File: src/verilog/plc_defines.svh
// Register offsets, reset values and field widths of the custom logic cell
`ifndef PLC_DEFINES_SVH
`define PLC_DEFINES_SVH

`define PLC_ADDR_W 8
`define PLC_DATA_W 32

`define PLC_OFS_CELL_SELECT 8'h00
`define PLC_OFS_TABLE_SELECT 8'h04
`define PLC_OFS_INPUT_SELECT 8'h08
`define PLC_OFS_INPUT_SOURCE 8'h0c
`define PLC_OFS_INPUT_QUALIFIER 8'h10
`define PLC_OFS_TABLE_WORD 8'h14
`define PLC_OFS_ROW_INDEX 8'h18
`define PLC_OFS_ROW_BIT 8'h1c
`define PLC_OFS_STATUS 8'h20

`define PLC_CELLS 2
`define PLC_TABLES 2
`define PLC_TABLE_INPUTS 3
`define PLC_TABLE_ROWS 8
`define PLC_SRC_W 5
`define PLC_QUAL_W 3
`define PLC_SRC_COUNT 19
`define PLC_QUAL_COUNT 5

`define PLC_TABLE_VALUE 1'h0
`define PLC_TABLE_ENABLE 1'h1

`define PLC_RST_TABLE 8'h00
`define PLC_RST_OUT 1'h0
`define PLC_RST_SEL 1'h0
`define PLC_RST_INPUT_SEL 2'h0
`define PLC_RST_ROW 3'h0
`define PLC_RST_RDATA 32'h0000_0000

`endif

File: src/verilog/plc_pkg.sv
// Types of the custom logic cell: input sources and input qualifiers
package plc_pkg;

    typedef enum logic [4:0] {
        SRC_ZERO,
        SRC_LINE0,
        SRC_LINE1,
        SRC_LINE2,
        SRC_LINE3,
        SRC_USER0,
        SRC_USER1,
        SRC_USER2,
        SRC_USER3,
        SRC_CTR0_START,
        SRC_CTR1_START,
        SRC_CTR0_END,
        SRC_CTR1_END,
        SRC_CELL0,
        SRC_CELL1,
        SRC_EXPOSURE_START,
        SRC_EXPOSURE_END,
        SRC_AWAITING_FRAME_TRIGGER,
        SRC_CAPTURE_IN_PROGRESS
    } plc_src_e;

    typedef enum logic [2:0] {
        QUAL_LEVEL_LOW,
        QUAL_LEVEL_HIGH,
        QUAL_FALLING_EDGE,
        QUAL_RISING_EDGE,
        QUAL_ANY_EDGE
    } plc_qual_e;

endpackage : plc_pkg

File: src/verilog/plc_cell.sv
// Two programmable lookup-table cells with registered outputs
//
// What this block does
// - Each cell has two lookup tables feeding one output flip-flop.
// - Value table drives flip-flop data, enable table drives its enable.
// - Each table has three one-bit inputs and eight truth bits.
// - Value and enable tables of a cell share one input selection set.
// - Each input has a source select and a level or edge qualifier.
// - Truth bits written one row at a time or as one whole word.
// - Word bit n is row input2*4 + input1*2 + input0.
// - Output holds while enable is false, loads value when true.
// - Two cells, a cell selector, and both outputs usable as sources.
// - Qualifiers: level low, level high, falling, rising, any edge.
// - Sources: zero, lines, user outputs, counters, cells, exposure, etc.
//
// Design decisions made here: the strobed register port and the register addresses.
`timescale 1ns/1ps
`include "plc_defines.svh"

module plc_cell #(
    parameter int unsigned ADDR_W = `PLC_ADDR_W
) (
    input wire logic clk_i,
    input wire logic rst_i,
    input wire logic [ADDR_W-1:0] addr_i,
    input wire logic [`PLC_DATA_W-1:0] wdata_i,
    input wire logic wr_i,
    input wire logic rd_i,
    output logic [`PLC_DATA_W-1:0] rdata_o,
    input wire logic [3:0] line_i,
    input wire logic [3:0] user_out_i,
    input wire logic [1:0] counter_start_i,
    input wire logic [1:0] counter_end_i,
    input wire logic exposure_start_i,
    input wire logic exposure_end_i,
    input wire logic awaiting_frame_trigger_i,
    input wire logic capture_in_progress_i,
    output logic custom_cell_0_out_o,
    output logic custom_cell_1_out_o
);

    localparam int NC = `PLC_CELLS;
    localparam int NI = `PLC_TABLE_INPUTS;
    localparam int NS = `PLC_SRC_COUNT;

    // Qualified input bit from the current and previous source level
    function automatic logic plc_qualify(
        input logic cur,
        input logic prev,
        input logic [`PLC_QUAL_W-1:0] mode
    );
        logic res;
        res = 1'b0;
        unique case (plc_pkg::plc_qual_e'(mode))
            plc_pkg::QUAL_LEVEL_LOW: res = ~cur;
            plc_pkg::QUAL_LEVEL_HIGH: res = cur;
            plc_pkg::QUAL_FALLING_EDGE: res = prev & ~cur;
            plc_pkg::QUAL_RISING_EDGE: res = cur & ~prev;
            plc_pkg::QUAL_ANY_EDGE: res = cur ^ prev;
            // Codes 5 to 7 are refused on write; read as false
            default: res = 1'b0;
        endcase
        return res;
    endfunction : plc_qualify

    logic [NC-1:0][NI-1:0][`PLC_SRC_W-1:0] src_reg, src_next;
    logic [NC-1:0][NI-1:0][`PLC_QUAL_W-1:0] qual_reg, qual_next;
    logic [NC-1:0][`PLC_TABLES-1:0][`PLC_TABLE_ROWS-1:0] lut_reg, lut_next;
    logic [NC-1:0] out_reg, out_next;
    logic [NS-1:0] prev_reg, prev_next;
    logic cell_sel_reg, cell_sel_next;
    logic table_sel_reg, table_sel_next;
    logic [1:0] input_sel_reg, input_sel_next;
    logic [2:0] row_reg, row_next;
    logic [`PLC_DATA_W-1:0] rdata_reg, rdata_next;

    logic [NS-1:0] src_vec;
    logic [NC-1:0][NI-1:0] in_val;
    logic input_ok;

    // Source vector in source-code order; cell outputs feed back
    assign src_vec = {
        capture_in_progress_i,
        awaiting_frame_trigger_i,
        exposure_end_i,
        exposure_start_i,
        out_reg[1],
        out_reg[0],
        counter_end_i[1],
        counter_end_i[0],
        counter_start_i[1],
        counter_start_i[0],
        user_out_i,
        line_i,
        1'b0
    };

    assign input_ok = (input_sel_reg < 2'(NI));

    // Qualified table inputs, shared by both tables of a cell
    always_comb begin
        for (int c = 0; c < NC; c++) begin
            for (int i = 0; i < NI; i++) begin
                in_val[c][i] = plc_qualify(src_vec[src_reg[c][i]],
                    prev_reg[src_reg[c][i]], qual_reg[c][i]);
            end
        end
    end

    always_comb begin
        src_next = src_reg;
        qual_next = qual_reg;
        lut_next = lut_reg;
        cell_sel_next = cell_sel_reg;
        table_sel_next = table_sel_reg;
        input_sel_next = input_sel_reg;
        row_next = row_reg;
        prev_next = src_vec;
        rdata_next = `PLC_RST_RDATA;

        // Cell evaluation: row index is {input2, input1, input0}
        for (int c = 0; c < NC; c++) begin
            if (lut_reg[c][`PLC_TABLE_ENABLE][in_val[c]]) begin
                out_next[c] = lut_reg[c][`PLC_TABLE_VALUE][in_val[c]];
            end else begin
                out_next[c] = out_reg[c];
            end
        end

        if (wr_i) begin
            case (addr_i)
                `PLC_OFS_CELL_SELECT: begin
                    cell_sel_next = wdata_i[0];
                end
                `PLC_OFS_TABLE_SELECT: begin
                    table_sel_next = wdata_i[0];
                end
                `PLC_OFS_INPUT_SELECT: begin
                    input_sel_next = wdata_i[1:0];
                end
                `PLC_OFS_INPUT_SOURCE: begin
                    // Out-of-range codes and unused input slot ignored
                    if (input_ok && wdata_i < `PLC_DATA_W'(NS)) begin
                        src_next[cell_sel_reg][input_sel_reg] =
                            wdata_i[`PLC_SRC_W-1:0];
                    end
                end
                `PLC_OFS_INPUT_QUALIFIER: begin
                    if (input_ok &&
                        wdata_i < `PLC_DATA_W'(`PLC_QUAL_COUNT)) begin
                        qual_next[cell_sel_reg][input_sel_reg] =
                            wdata_i[`PLC_QUAL_W-1:0];
                    end
                end
                `PLC_OFS_TABLE_WORD: begin
                    lut_next[cell_sel_reg][table_sel_reg] =
                        wdata_i[7:0];
                end
                `PLC_OFS_ROW_INDEX: begin
                    row_next = wdata_i[2:0];
                end
                `PLC_OFS_ROW_BIT: begin
                    lut_next[cell_sel_reg][table_sel_reg][row_reg] =
                        wdata_i[0];
                end
                default: begin
                end
            endcase
        end

        // Read data stands only in the cycle after the strobe
        if (rd_i) begin
            case (addr_i)
                `PLC_OFS_CELL_SELECT: begin
                    rdata_next[0] = cell_sel_reg;
                end
                `PLC_OFS_TABLE_SELECT: begin
                    rdata_next[0] = table_sel_reg;
                end
                `PLC_OFS_INPUT_SELECT: begin
                    rdata_next[1:0] = input_sel_reg;
                end
                `PLC_OFS_INPUT_SOURCE: begin
                    if (input_ok) begin
                        rdata_next[`PLC_SRC_W-1:0] =
                            src_reg[cell_sel_reg][input_sel_reg];
                    end
                end
                `PLC_OFS_INPUT_QUALIFIER: begin
                    if (input_ok) begin
                        rdata_next[`PLC_QUAL_W-1:0] =
                            qual_reg[cell_sel_reg][input_sel_reg];
                    end
                end
                `PLC_OFS_TABLE_WORD: begin
                    rdata_next[7:0] = lut_reg[cell_sel_reg][table_sel_reg];
                end
                `PLC_OFS_ROW_INDEX: begin
                    rdata_next[2:0] = row_reg;
                end
                `PLC_OFS_ROW_BIT: begin
                    rdata_next[0] =
                        lut_reg[cell_sel_reg][table_sel_reg][row_reg];
                end
                `PLC_OFS_STATUS: begin
                    rdata_next[1:0] = out_reg;
                    rdata_next[4:2] = in_val[0];
                    rdata_next[7:5] = in_val[1];
                end
                default: begin
                end
            endcase
        end
    end

    always_ff @(posedge clk_i) begin
        if (rst_i) begin
            for (int c = 0; c < NC; c++) begin
                for (int i = 0; i < NI; i++) begin
                    src_reg[c][i] <= plc_pkg::SRC_ZERO;
                    qual_reg[c][i] <= plc_pkg::QUAL_LEVEL_HIGH;
                end
                for (int t = 0; t < `PLC_TABLES; t++) begin
                    lut_reg[c][t] <= `PLC_RST_TABLE;
                end
                out_reg[c] <= `PLC_RST_OUT;
            end
            prev_reg <= '0;
            cell_sel_reg <= `PLC_RST_SEL;
            table_sel_reg <= `PLC_RST_SEL;
            input_sel_reg <= `PLC_RST_INPUT_SEL;
            row_reg <= `PLC_RST_ROW;
            rdata_reg <= `PLC_RST_RDATA;
        end else begin
            src_reg <= src_next;
            qual_reg <= qual_next;
            lut_reg <= lut_next;
            out_reg <= out_next;
            prev_reg <= prev_next;
            cell_sel_reg <= cell_sel_next;
            table_sel_reg <= table_sel_next;
            input_sel_reg <= input_sel_next;
            row_reg <= row_next;
            rdata_reg <= rdata_next;
        end
    end

    assign rdata_o = rdata_reg;
    assign custom_cell_0_out_o = out_reg[0];
    assign custom_cell_1_out_o = out_reg[1];

endmodule : plc_cell

File: config.mk
export PLATFORM = sky130hd
export DESIGN_NAME = plc_cell
export DESIGN_NICKNAME = d
export VERILOG_FILES = /design/src/verilog/plc_pkg.sv /design/src/verilog/plc_cell.sv
export VERILOG_INCLUDE_DIRS = /design/src /design/src/verilog
export SDC_FILE = /design/constraint.sdc
export NUM_CORES = 1
export LEC_CHECK = 0
export ABC_AREA = 1
export CELL_PAD_IN_SITES_DETAIL_PLACEMENT = 0
export CELL_PAD_IN_SITES_GLOBAL_PLACEMENT = 1
export CORE_AREA = 2 2 150 152
export DETAILED_ROUTE_END_ITERATION = 7
export DIE_AREA = 0 0 152 154
export DONT_BUFFER_PORTS = 1
export PLACE_DENSITY_LB_ADDON = 0.1
export SYNTH_ARGS = -nofsm -noshare
export SYNTH_HDL_FRONTEND = slang
export SYNTH_SLANG_ARGS = --single-unit
File: constraint.sdc
create_clock -name clk_i -period 3.3 [get_ports clk_i]
set_input_delay 0.495 -clock clk_i [delete_from_list [all_inputs] [get_ports clk_i]]
set_output_delay 0.495 -clock clk_i [all_outputs]
set_load 0.02 [all_outputs]
## Word level (Yosys, flattened, before mapping)

Cells that the tools add are included.

| storage, ports and cells | value |
|---|---|
| bits in registers | 140 |
| input port bits | 60 |
| logic and storage cells | 212 |
| output and inout bits | 34 |

| cells by class | value |
|---|---|
| bitwise logic cells | 31 |
| equality and inequality tests | 32 |
| magnitude comparators | 19 |
| reductions and logical operators | 22 |
| muxes and demuxes | 82 |

Operators with widths:

| cell | count |
|---|---|
| $bwmux 32 | 2 |
| $mux 16 | 4 |
| $pmux 32 s2 | 1 |
| $bmux 1 s5 | 12 |
| $mux 15 | 3 |
| $eq 3x2->1 const B | 12 |
| $lt 5x6->1 const B | 6 |
| $pmux 1 s5 | 7 |
| $demux 16 s1 | 2 |
| $eq 8x5->1 const B | 4 |
| $lt 32x3->1 const B | 1 |
| $lt 32x5->1 const B | 1 |
| $mux 8 | 4 |
| $bwmux 30 | 1 |
| $mux 9 | 3 |
| $bwmux 18 | 1 |
| $eq 3x1->1 const B | 6 |
| $eq 3x3->1 const B | 6 |
| $logic_not 3->1 | 6 |
| $mux 1 | 18 |
| $demux 8 s1 | 2 |
| $eq 8x4->1 const B | 2 |
| $bmux 1 s3 | 5 |
| $demux 15 s1 | 1 |
| 30 further kinds | 76 |

## Logic depth before layout (Yosys ltp)

Gate-level depths: netlist of the first run.

| logic depth | value |
|---|---|
| word-level depth | 10 |
| depth in mapped cells | 24 |
| depth with buffers taken out | 23 |

## Worst setup path after synthesis of the first run

No wires, ideal clock.

| path | value |
|---|---|
| path type | reg2reg |
| start | register src_reg[15] in the netlist's numbering |
| end | register out_reg[1] |
| setup slack | 0.411 ns |
| setup time | 0.113 ns |
| period minus slack after synthesis | 2.889 ns |
| buffers on the path | 2 |
| cell stages (with the launch flop) | 19 |
| data required time | 3.187 ns |
| arrival | 2.777 ns |
| cell sequence | dfxtp_1 -> buf_4 -> clkbuf_1 -> o21ai_0 -> a21oi_1 -> o311ai_0 -> o21ai_0 -> a22oi_1 -> inv_1 -> ha_1 -> nor3_1 -> nor2_1 -> nand3_2 -> nand2_1 -> nand3_1 -> nand3_1 -> nand2_1 -> nor2_1 -> nor2_1 |

| between the ends | value |
|---|---|
| word-level cells in the longest chain between the ends | 7 |
| elaborated cells on any way between the ends | 14 |
| those cells by class | 9 x mux; 5 x bitwise |

RTL lines:

| element | line | text |
|---|---|---|
| start: declaration | plc_cell.sv:66 | `` logic [NC-1:0][NI-1:0][`PLC_SRC_W-1:0] src_reg, src_next; `` |
| start signal: indexed assignment | plc_cell.sv:220 | `src_reg[c][i] <= plc_pkg::SRC_ZERO;` |
| start signal: assignment | plc_cell.sv:235 | `src_reg <= src_next;` |
| $bmux 1 s5, on equally long branches | plc_cell.sv:105, plc_cell.sv:104 |  |
| $mux 1, on equally long branches | plc_cell.sv:105, plc_cell.sv:104 |  |
| $not 1->1, on equally long branches | plc_cell.sv:58, plc_cell.sv:55, plc_cell.sv:57 |  |
| $and 1x1->1, on equally long branches | plc_cell.sv:58, plc_cell.sv:57 |  |
| $pmux 1 s5 * | plc_cell.sv:54 | `unique case (plc_pkg::plc_qual_e'(mode))` |
| $bmux 1 s3, on equally long branches | plc_cell.sv:124, plc_cell.sv:123 |  |
| $mux 1, on equally long branches | plc_cell.sv:124, plc_cell.sv:123 |  |
| end signal: indexed assignment | plc_cell.sv:226 | `` out_reg[c] <= `PLC_RST_OUT; `` |
| end signal: assignment | plc_cell.sv:238 | `out_reg <= out_next;` |
| end: declaration | plc_cell.sv:69 | `logic [NC-1:0] out_reg, out_next;` |

Mark *: on every way between the ends. The rest lies on a longest branch, timed or not. The select of a mux whose other input is x is not followed.
A chain may end at the register's enable or synchronous reset.

## Worst setup path after layout of the first run

| path | value |
|---|---|
| start | register src_reg[20] in the netlist's numbering |
| end | register out_reg[1] |

Same word-level chain as after synthesis.

==> flow_summary.json, run 1 <==
{
  "ys.flop_type": "dfxtp_1",
  "numPortBuffers": 0,
  "wl_per_cell_um": 21.1,
  "path_max_fanout": 11,
  "yosysSeqAreaShare_pct": 26.9,
  "synthMuxAreaShare_pct": 0,
  "finalSetupViolations": 0,
  "tightest_slew_ps": 869,
  "end_kind": "flop",
  "cts.sinks": 115,
  "synth-async-reset-ratio_pct": 0,
  "fin_crit_sh_pct": 90.8,
  "antenna_found_initial": 0,
  "grt.overflow.total": 0,
  "layout.nets": 1432,
  "die_width_um": 152,
  "avgSynthCellArea_um2": 6.35,
  "numCtsBuffers": 17,
  "synth_top_family_by_area": "simple AND/OR/NAND/NOR gates",
  "run_status": "completed",
  "power_density_mw_per_mm2": 382,
  "synth_xor_area_share_pct": 0,
  "netlist_top_cells_area": "dfxtp_1 (27%), nand2_1 (11%), a21oi_1 (9.6%)",
  "grt_pass1_vias": 8819,
  "chipHeight_um": 154,
  "crit_arrival_ps": 3320,
  "finalSetupTns_ps": 0,
  "power.static_leakage_nw": 4.03,
  "htree_levels": 4,
  "required_ps": 3630,
  "drtPass1Iterations": 5,
  "p_seq_share_pct": 38.9,
  "area_delta_synth_final_pct": 11.0,
  "postCtsResizedCells": 0,
  "wl_um": 35000,
  "startpoint_type": "flop",
  "antenna_cells": 0,
  "synthAdderAreaFrac_pct": 1.75,
  "synth_compound_area_share_pct": 29.2,
  "yosys.area.top_type_share_pct": 26.9,
  "n_fill_cell": 2399,
  "hpwl_um": 26500,
  "hold_buffers": 0,
  "vias": 9450,
  "synth_common_cells": "nand2_1 (247), a21oi_1 (164), inv_1 (142)",
  "track_usage_pct": 29.3,
  "clkTransAtPathRegs_ps": 60,
  "vias_per_cell": 5.72,
  "cts_tree": "done",
  "synth.cell_area_mm2": 0.00857,
  "fp.dieArea_mm2": 0.0234,
  "p_switching_w": 0.000911,
  "root_buffer": "clkbuf_16",
  "num_rows": 54,
  "combPwrFrac_pct": 5.3,
  "synth.largest_area_cell": "dfxtp_1",
  "fin_area_mm2": 0.00952,
  "fin_util_pct": 43.9,
  "drive_gt1_share_pct": 9.47,
  "ir_drop_mv": 0.264,
  "fin_worst_skew_ps": 7.39,
  "post_cts_buffers": 0,
  "clkPwrFrac_pct": 55.8,
  "period_needed_ps": 3000,
  "clk_latency_ps": 430,
  "grt_max_degree": 36,
  "intPower_w": 0.00273,
  "gp_congestion": 0.899,
  "fmax_ghz": 0.334,
  "yosysMostFrequentCell": "nand2_1",
  "largest_reg_flops": 32,
  "antenna_left": 0,
  "synth.distinct_cells": 48,
  "hold_violations": 0,
  "maxCapViolCount": 0,
  "grt_pass1_wl_um": 52700,
  "core_mm2": 0.0217,
  "p_sw_share_pct": 25.1,
  "drc": 0,
  "drv_slew": 0,
  "synthCells": 1351,
  "yosys_register_bits": 115,
  "synth_edf_count": 0,
  "yosys_warnings": 0,
  "pin_count": 94,
  "drt_first_iter_violations": 823,
  "critical_path_class": "reg -> reg",
  "slew_headroom_pct": 41.6,
  "yosys.area_share.simple_pct": 29.5,
  "clockBufferDepth": 2,
  "rsz0062_at_grt": "false",
  "placed_area_mm2": 0.00887,
  "initial_core_util_pct": 39.5,
  "hp-class": "in -> reg"
}
[area by class of cell]
type	count	area, um2	share of cell area [%]
repair buffers	42	319	3.35
clock inverters	13	181	1.91
flip-flops and latches	115	2300	24.2
well taps	280	350	3.68
clock buffers	19	443	4.65
inverters	167	632	6.64
multi-input cells	1017	5290	55.6
[kinds of logic (layout without fill, tap and decap cells)]
| family | Yosys count | in the layout |
|---|---|---|
| simple gates | 539 | 539 |
| compound gates | 442 | 442 |
| buf+inv | 242 | 241 |
| flops | 115 | 115 |
| fa+ha+maj | 12 | 12 |
| other cells | 1 | 24 |
[critical path, stage by stage, from the launching register on]
cell and delay, ps:
dfxtp_1 530, inv_1 230, nand2_1 130, nand3_1 70, o21ai_1 90, nand2_1 70, nand2_1 70, inv_1 40
nand2_1 100, nand2_1 110, nand2_1 130, inv_1 60, ha_1 190, nand3_1 70, nand2_1 50, a21oi_1 200
nand3_1 270, nand3_1 180, nand3_1 90, nand2_1 80, nand2_1 50, nand2_1 50, nor2_1 40
[power groups by stage]
stage	registers, W	clock network (W)	logic, W
global placement	0.00144	0	0.000189
global route	0.00141	0.00211	0.000208
finish	0.00141	0.00203	0.000192
CTS	0.00141	0.00205	0.000189
detailed placement	0.00144	0	0.000189
floorplan	0.00144	0	0.000156
[stage by stage]
step	cells	setup slack, ps	power [W]	hold slack (ps)
after floorplan	1374	411	0.00159	439
final	1653	304	0.00364	123
after detailed placement	1621	190	0.00163	451
after global placement	1621	192	0.00163	445
after global routing	1653	8.51	0.00374	108
after CTS	1653	160	0.00366	110
[metal layers]
| layer | GRT usage [%] | wire length (um) | share of wire (%) | vias up |
|---|---|---|---|---|
| met5 | 0 | 0 | 0 | - |
| met3 | 6.23 | 1910 | 5.5 | 123 |
| met1 | 33.4 | 14000 | 40 | 4322 |
| met4 | 16.4 | 1950 | 5.6 | 0 |
| li1 | - | - | - | 4664 |
| met2 | 51.1 | 17100 | 49 | 341 |
[path summary, 6_finish.rpt]
path	from	endpoint	slack [ps]	cells past startpoint
max reg2reg	src_reg[20]$_SDFFE_PP0P_	out_reg[1]$_SDFFE_PP0P_	300	22
min	rst_i	lut_reg[15]$_SDFFE_PP0P_	120	1
max	src_reg[20]$_SDFFE_PP0P_	out_reg[1]$_SDFFE_PP0P_	300	22
min reg2reg	lut_reg[14]$_SDFFE_PP0P_	lut_reg[14]$_SDFFE_PP0P_	460	2
[cell usage in the layout (no fill, tap or decap), types with 16 or more instances in the layout]
cell	n
dfxtp_1	114
o211ai_1	34
nand2_1	247
o21ai_1	42
a21oi_1	164
o21ai_0	113
buf_4	41
nand3_1	97
inv_2	16
nor2_1	98
nor3_1	30
conb_1	24
clkbuf_16	17
inv_1	141
o22ai_1	33
nand4_1	18
(Power assumes the default switching activity.)
==> run 2: changes to the inputs <==
--- a/config.mk
+++ b/config.mk
@@ -13,7 +13,7 @@
 export DETAILED_ROUTE_END_ITERATION = 7
 export DIE_AREA = 0 0 152 154
 export DONT_BUFFER_PORTS = 1
-export PLACE_DENSITY_LB_ADDON = 0.1
+export PLACE_DENSITY = 0.76
 export SYNTH_ARGS = -nofsm -noshare
 export SYNTH_HDL_FRONTEND = slang
 export SYNTH_SLANG_ARGS = --single-unit
==> flow_summary.json, run 2 (synthesis results as in run 1) <==
{
  "run_status": "completed",
  "reg2regPathDepth": 17,
  "fin_crit_sh_pct": 91.5,
  "hp-class": "in -> reg",
  "ir_drop_mv": 0.353,
  "area_delta_synth_final_pct": 10.5,
  "pre_cts_ws_ps": 234,
  "total_power_w": 0.00338,
  "drc": 0,
  "grt_pass1_vias": 8531,
  "reg2reg_from": "src_reg[5]$_SDFFE_PP0P_",
  "drtPass1Iterations": 7,
  "power.static_leakage_nw": 4.00,
  "clk_latency_ps": 430,
  "fp.dieArea_mm2": 0.0234,
  "clockBufferDepth": 2,
  "period_needed_ps": 3020,
  "gp_congestion": 0.983,
  "finalSetupViolations": 0,
  "fmax_ghz": 0.331,
  "tightest_slew_ps": 758,
  "drive_gt1_share_pct": 9.26,
  "pin_count": 94,
  "drt_first_iter_violations": 1203,
  "die_width_um": 152,
  "root_buffer": "clkbuf_16",
  "rrSetupSlack_ps": 280,
  "grt_pass1_wl_um": 51800,
  "routed.top_layer": "met4",
  "r2r-end": "out_reg[0]$_SDFFE_PP0P_",
  "antenna_found_initial": 1,
  "n_fill_cell": 2327,
  "required_ps": 3620,
  "cts_tree": "done",
  "chipHeight_um": 154,
  "layout_commonest_cell": "nand2_1",
  "end_kind": "flop",
  "worst_hold_slack_ps": 132,
  "path_max_fanout": 10,
  "crit_arrival_ps": 3340,
  "clkTransAtPathRegs_ps": 60,
  "core_mm2": 0.0217,
  "htree_levels": 4,
  "hpwl_um": 26000,
  "setup_slack_ps": 280,
  "wl_met3_um": 2920,
  "cts.sinks": 115,
  "clkPwrFrac_pct": 52.2,
  "numCtsBuffers": 17,
  "num_rows": 54,
  "power_density_mw_per_mm2": 356,
  "final_cell_mix": "nand2_1 (247), a21oi_1 (164), inv_1 (141)",
  "hp-start": "rst_i",
  "largest_reg_flops": 32,
  "drv_slew": 0,
  "initial_core_util_pct": 39.5,
  "vias": 9775,
  "maxCapViolCount": 0,
  "hold_violations": 0,
  "p_seq_share_pct": 41.9,
  "wl_um": 34400,
  "grt_max_degree": 35,
  "numPortBuffers": 0,
  "worstHoldPathCells": 1,
  "layout.nets": 1431,
  "combPwrFrac_pct": 5.9,
  "fin_worst_skew_ps": 9.57,
  "wl_per_cell_um": 20.8,
  "intPower_w": 0.00245,
  "m1WireLength_um": 14800,
  "vias_per_cell": 5.92,
  "slew_headroom_pct": 49.1,
  "whs_endpoint": "lut_reg[9]$_SDFFE_PP0P_",
  "dr_wl_met2_um": 15400,
  "p_sw_share_pct": 27.3,
  "critical_path_class": "reg -> reg",
  "antenna_left": 0,
  "track_usage_pct": 28.5,
  "placed_area_mm2": 0.00890,
  "p_switching_w": 0.000921,
  "post_cts_buffers": 0,
  "grt.overflow.total": 0,
  "fin_area_mm2": 0.00947,
  "startpoint_type": "flop"
}
==> run 2: changes by cell type in the layout (fill, tap and decap cells not counted), sizes merged <==
cell      before  now
bufinv         4    0
diode          0    1
inv          160  163
clkinv        11   12
clkinvlp       5    4
buf           42   41
==> run 2: timing repair <==
item,in CTS,in global routing
setup endpoints to repair,0,2
hold buffers,0,0
gates resized for setup,0,5
==> run 2: cell type report <==
| type | count | area [um2] | area share [%] |
|---|---|---|---|
| clock buffers | 19 | 453 | 4.78 |
| repair buffers | 41 | 345 | 3.65 |
| multi-input cells | 1017 | 5290 | 55.8 |
| inverters | 167 | 632 | 6.67 |
| clock inverters | 12 | 100 | 1.06 |
| flip-flops and latches | 115 | 2300 | 24.3 |
| well taps | 280 | 350 | 3.70 |
| diodes | 1 | 2.50 | 0.0264 |
==> run 2: critical path: stages (launching register included) <==
cell and delay, ps:
dfxtp_1 470, inv_2 160, o21ai_0 160, a21oi_1 80, o311ai_0 300, o21ai_0 200, a22oi_1 230, inv_1 70
ha_1 270, nor4_1 40, a21oi_1 210, nand2_1 130, nor2_4 180, nand3_1 100, nand3_1 80, nand2_1 70
nor2_1 110, nor2_1 50
==> run 2: through the flow <==
stage	std cells	setup TNS, ps	util, %
3_5_place_dp	1620	0	41.0
4_1_cts	1651	0	43.6
2_1_floorplan	1374	0	-
6_report	1652	0	43.7
5_1_grt	1652	-1.61	43.7
3_3_place_gp	1620	0	41.0
==> run 2: metal layers <==
metal  vias up  GRT usage, %
met4         0          11.1
met2       535          45.1
met5         -             0
met3        89          3.95
li1       4663             -
met1      4488          39.3
==> run 2: worst max-delay path by stage <==
stage | startpoint | to | slack (ps) | cells past startpoint
after floorplan | src_reg[15]$_SDFFE_PP0P_ | out_reg[1]$_SDFFE_PP0P_ | 410 | 18
after global placement | src_reg[15]$_SDFFE_PP0P_ | out_reg[1]$_SDFFE_PP0P_ | 200 | 17
after detailed placement | src_reg[15]$_SDFFE_PP0P_ | out_reg[1]$_SDFFE_PP0P_ | 230 | 17
after CTS | src_reg[15]$_SDFFE_PP0P_ | out_reg[1]$_SDFFE_PP0P_ | 220 | 17
after global routing | src_reg[5]$_SDFFE_PP0P_ | out_reg[0]$_SDFFE_PP0P_ | -2 | 18
final | src_reg[5]$_SDFFE_PP0P_ | out_reg[0]$_SDFFE_PP0P_ | 280 | 17
==> run 2: power by group through the flow <==
stage	clock [W]	sequential, W	combinational (W)
after floorplan	0	0.00144	0.000156
after global placement	0	0.00144	0.000194
after detailed placement	0	0.00144	0.000193
after CTS	0.00176	0.00141	0.000194
after global routing	0.00182	0.00141	0.000213
final	0.00176	0.00141	0.000199
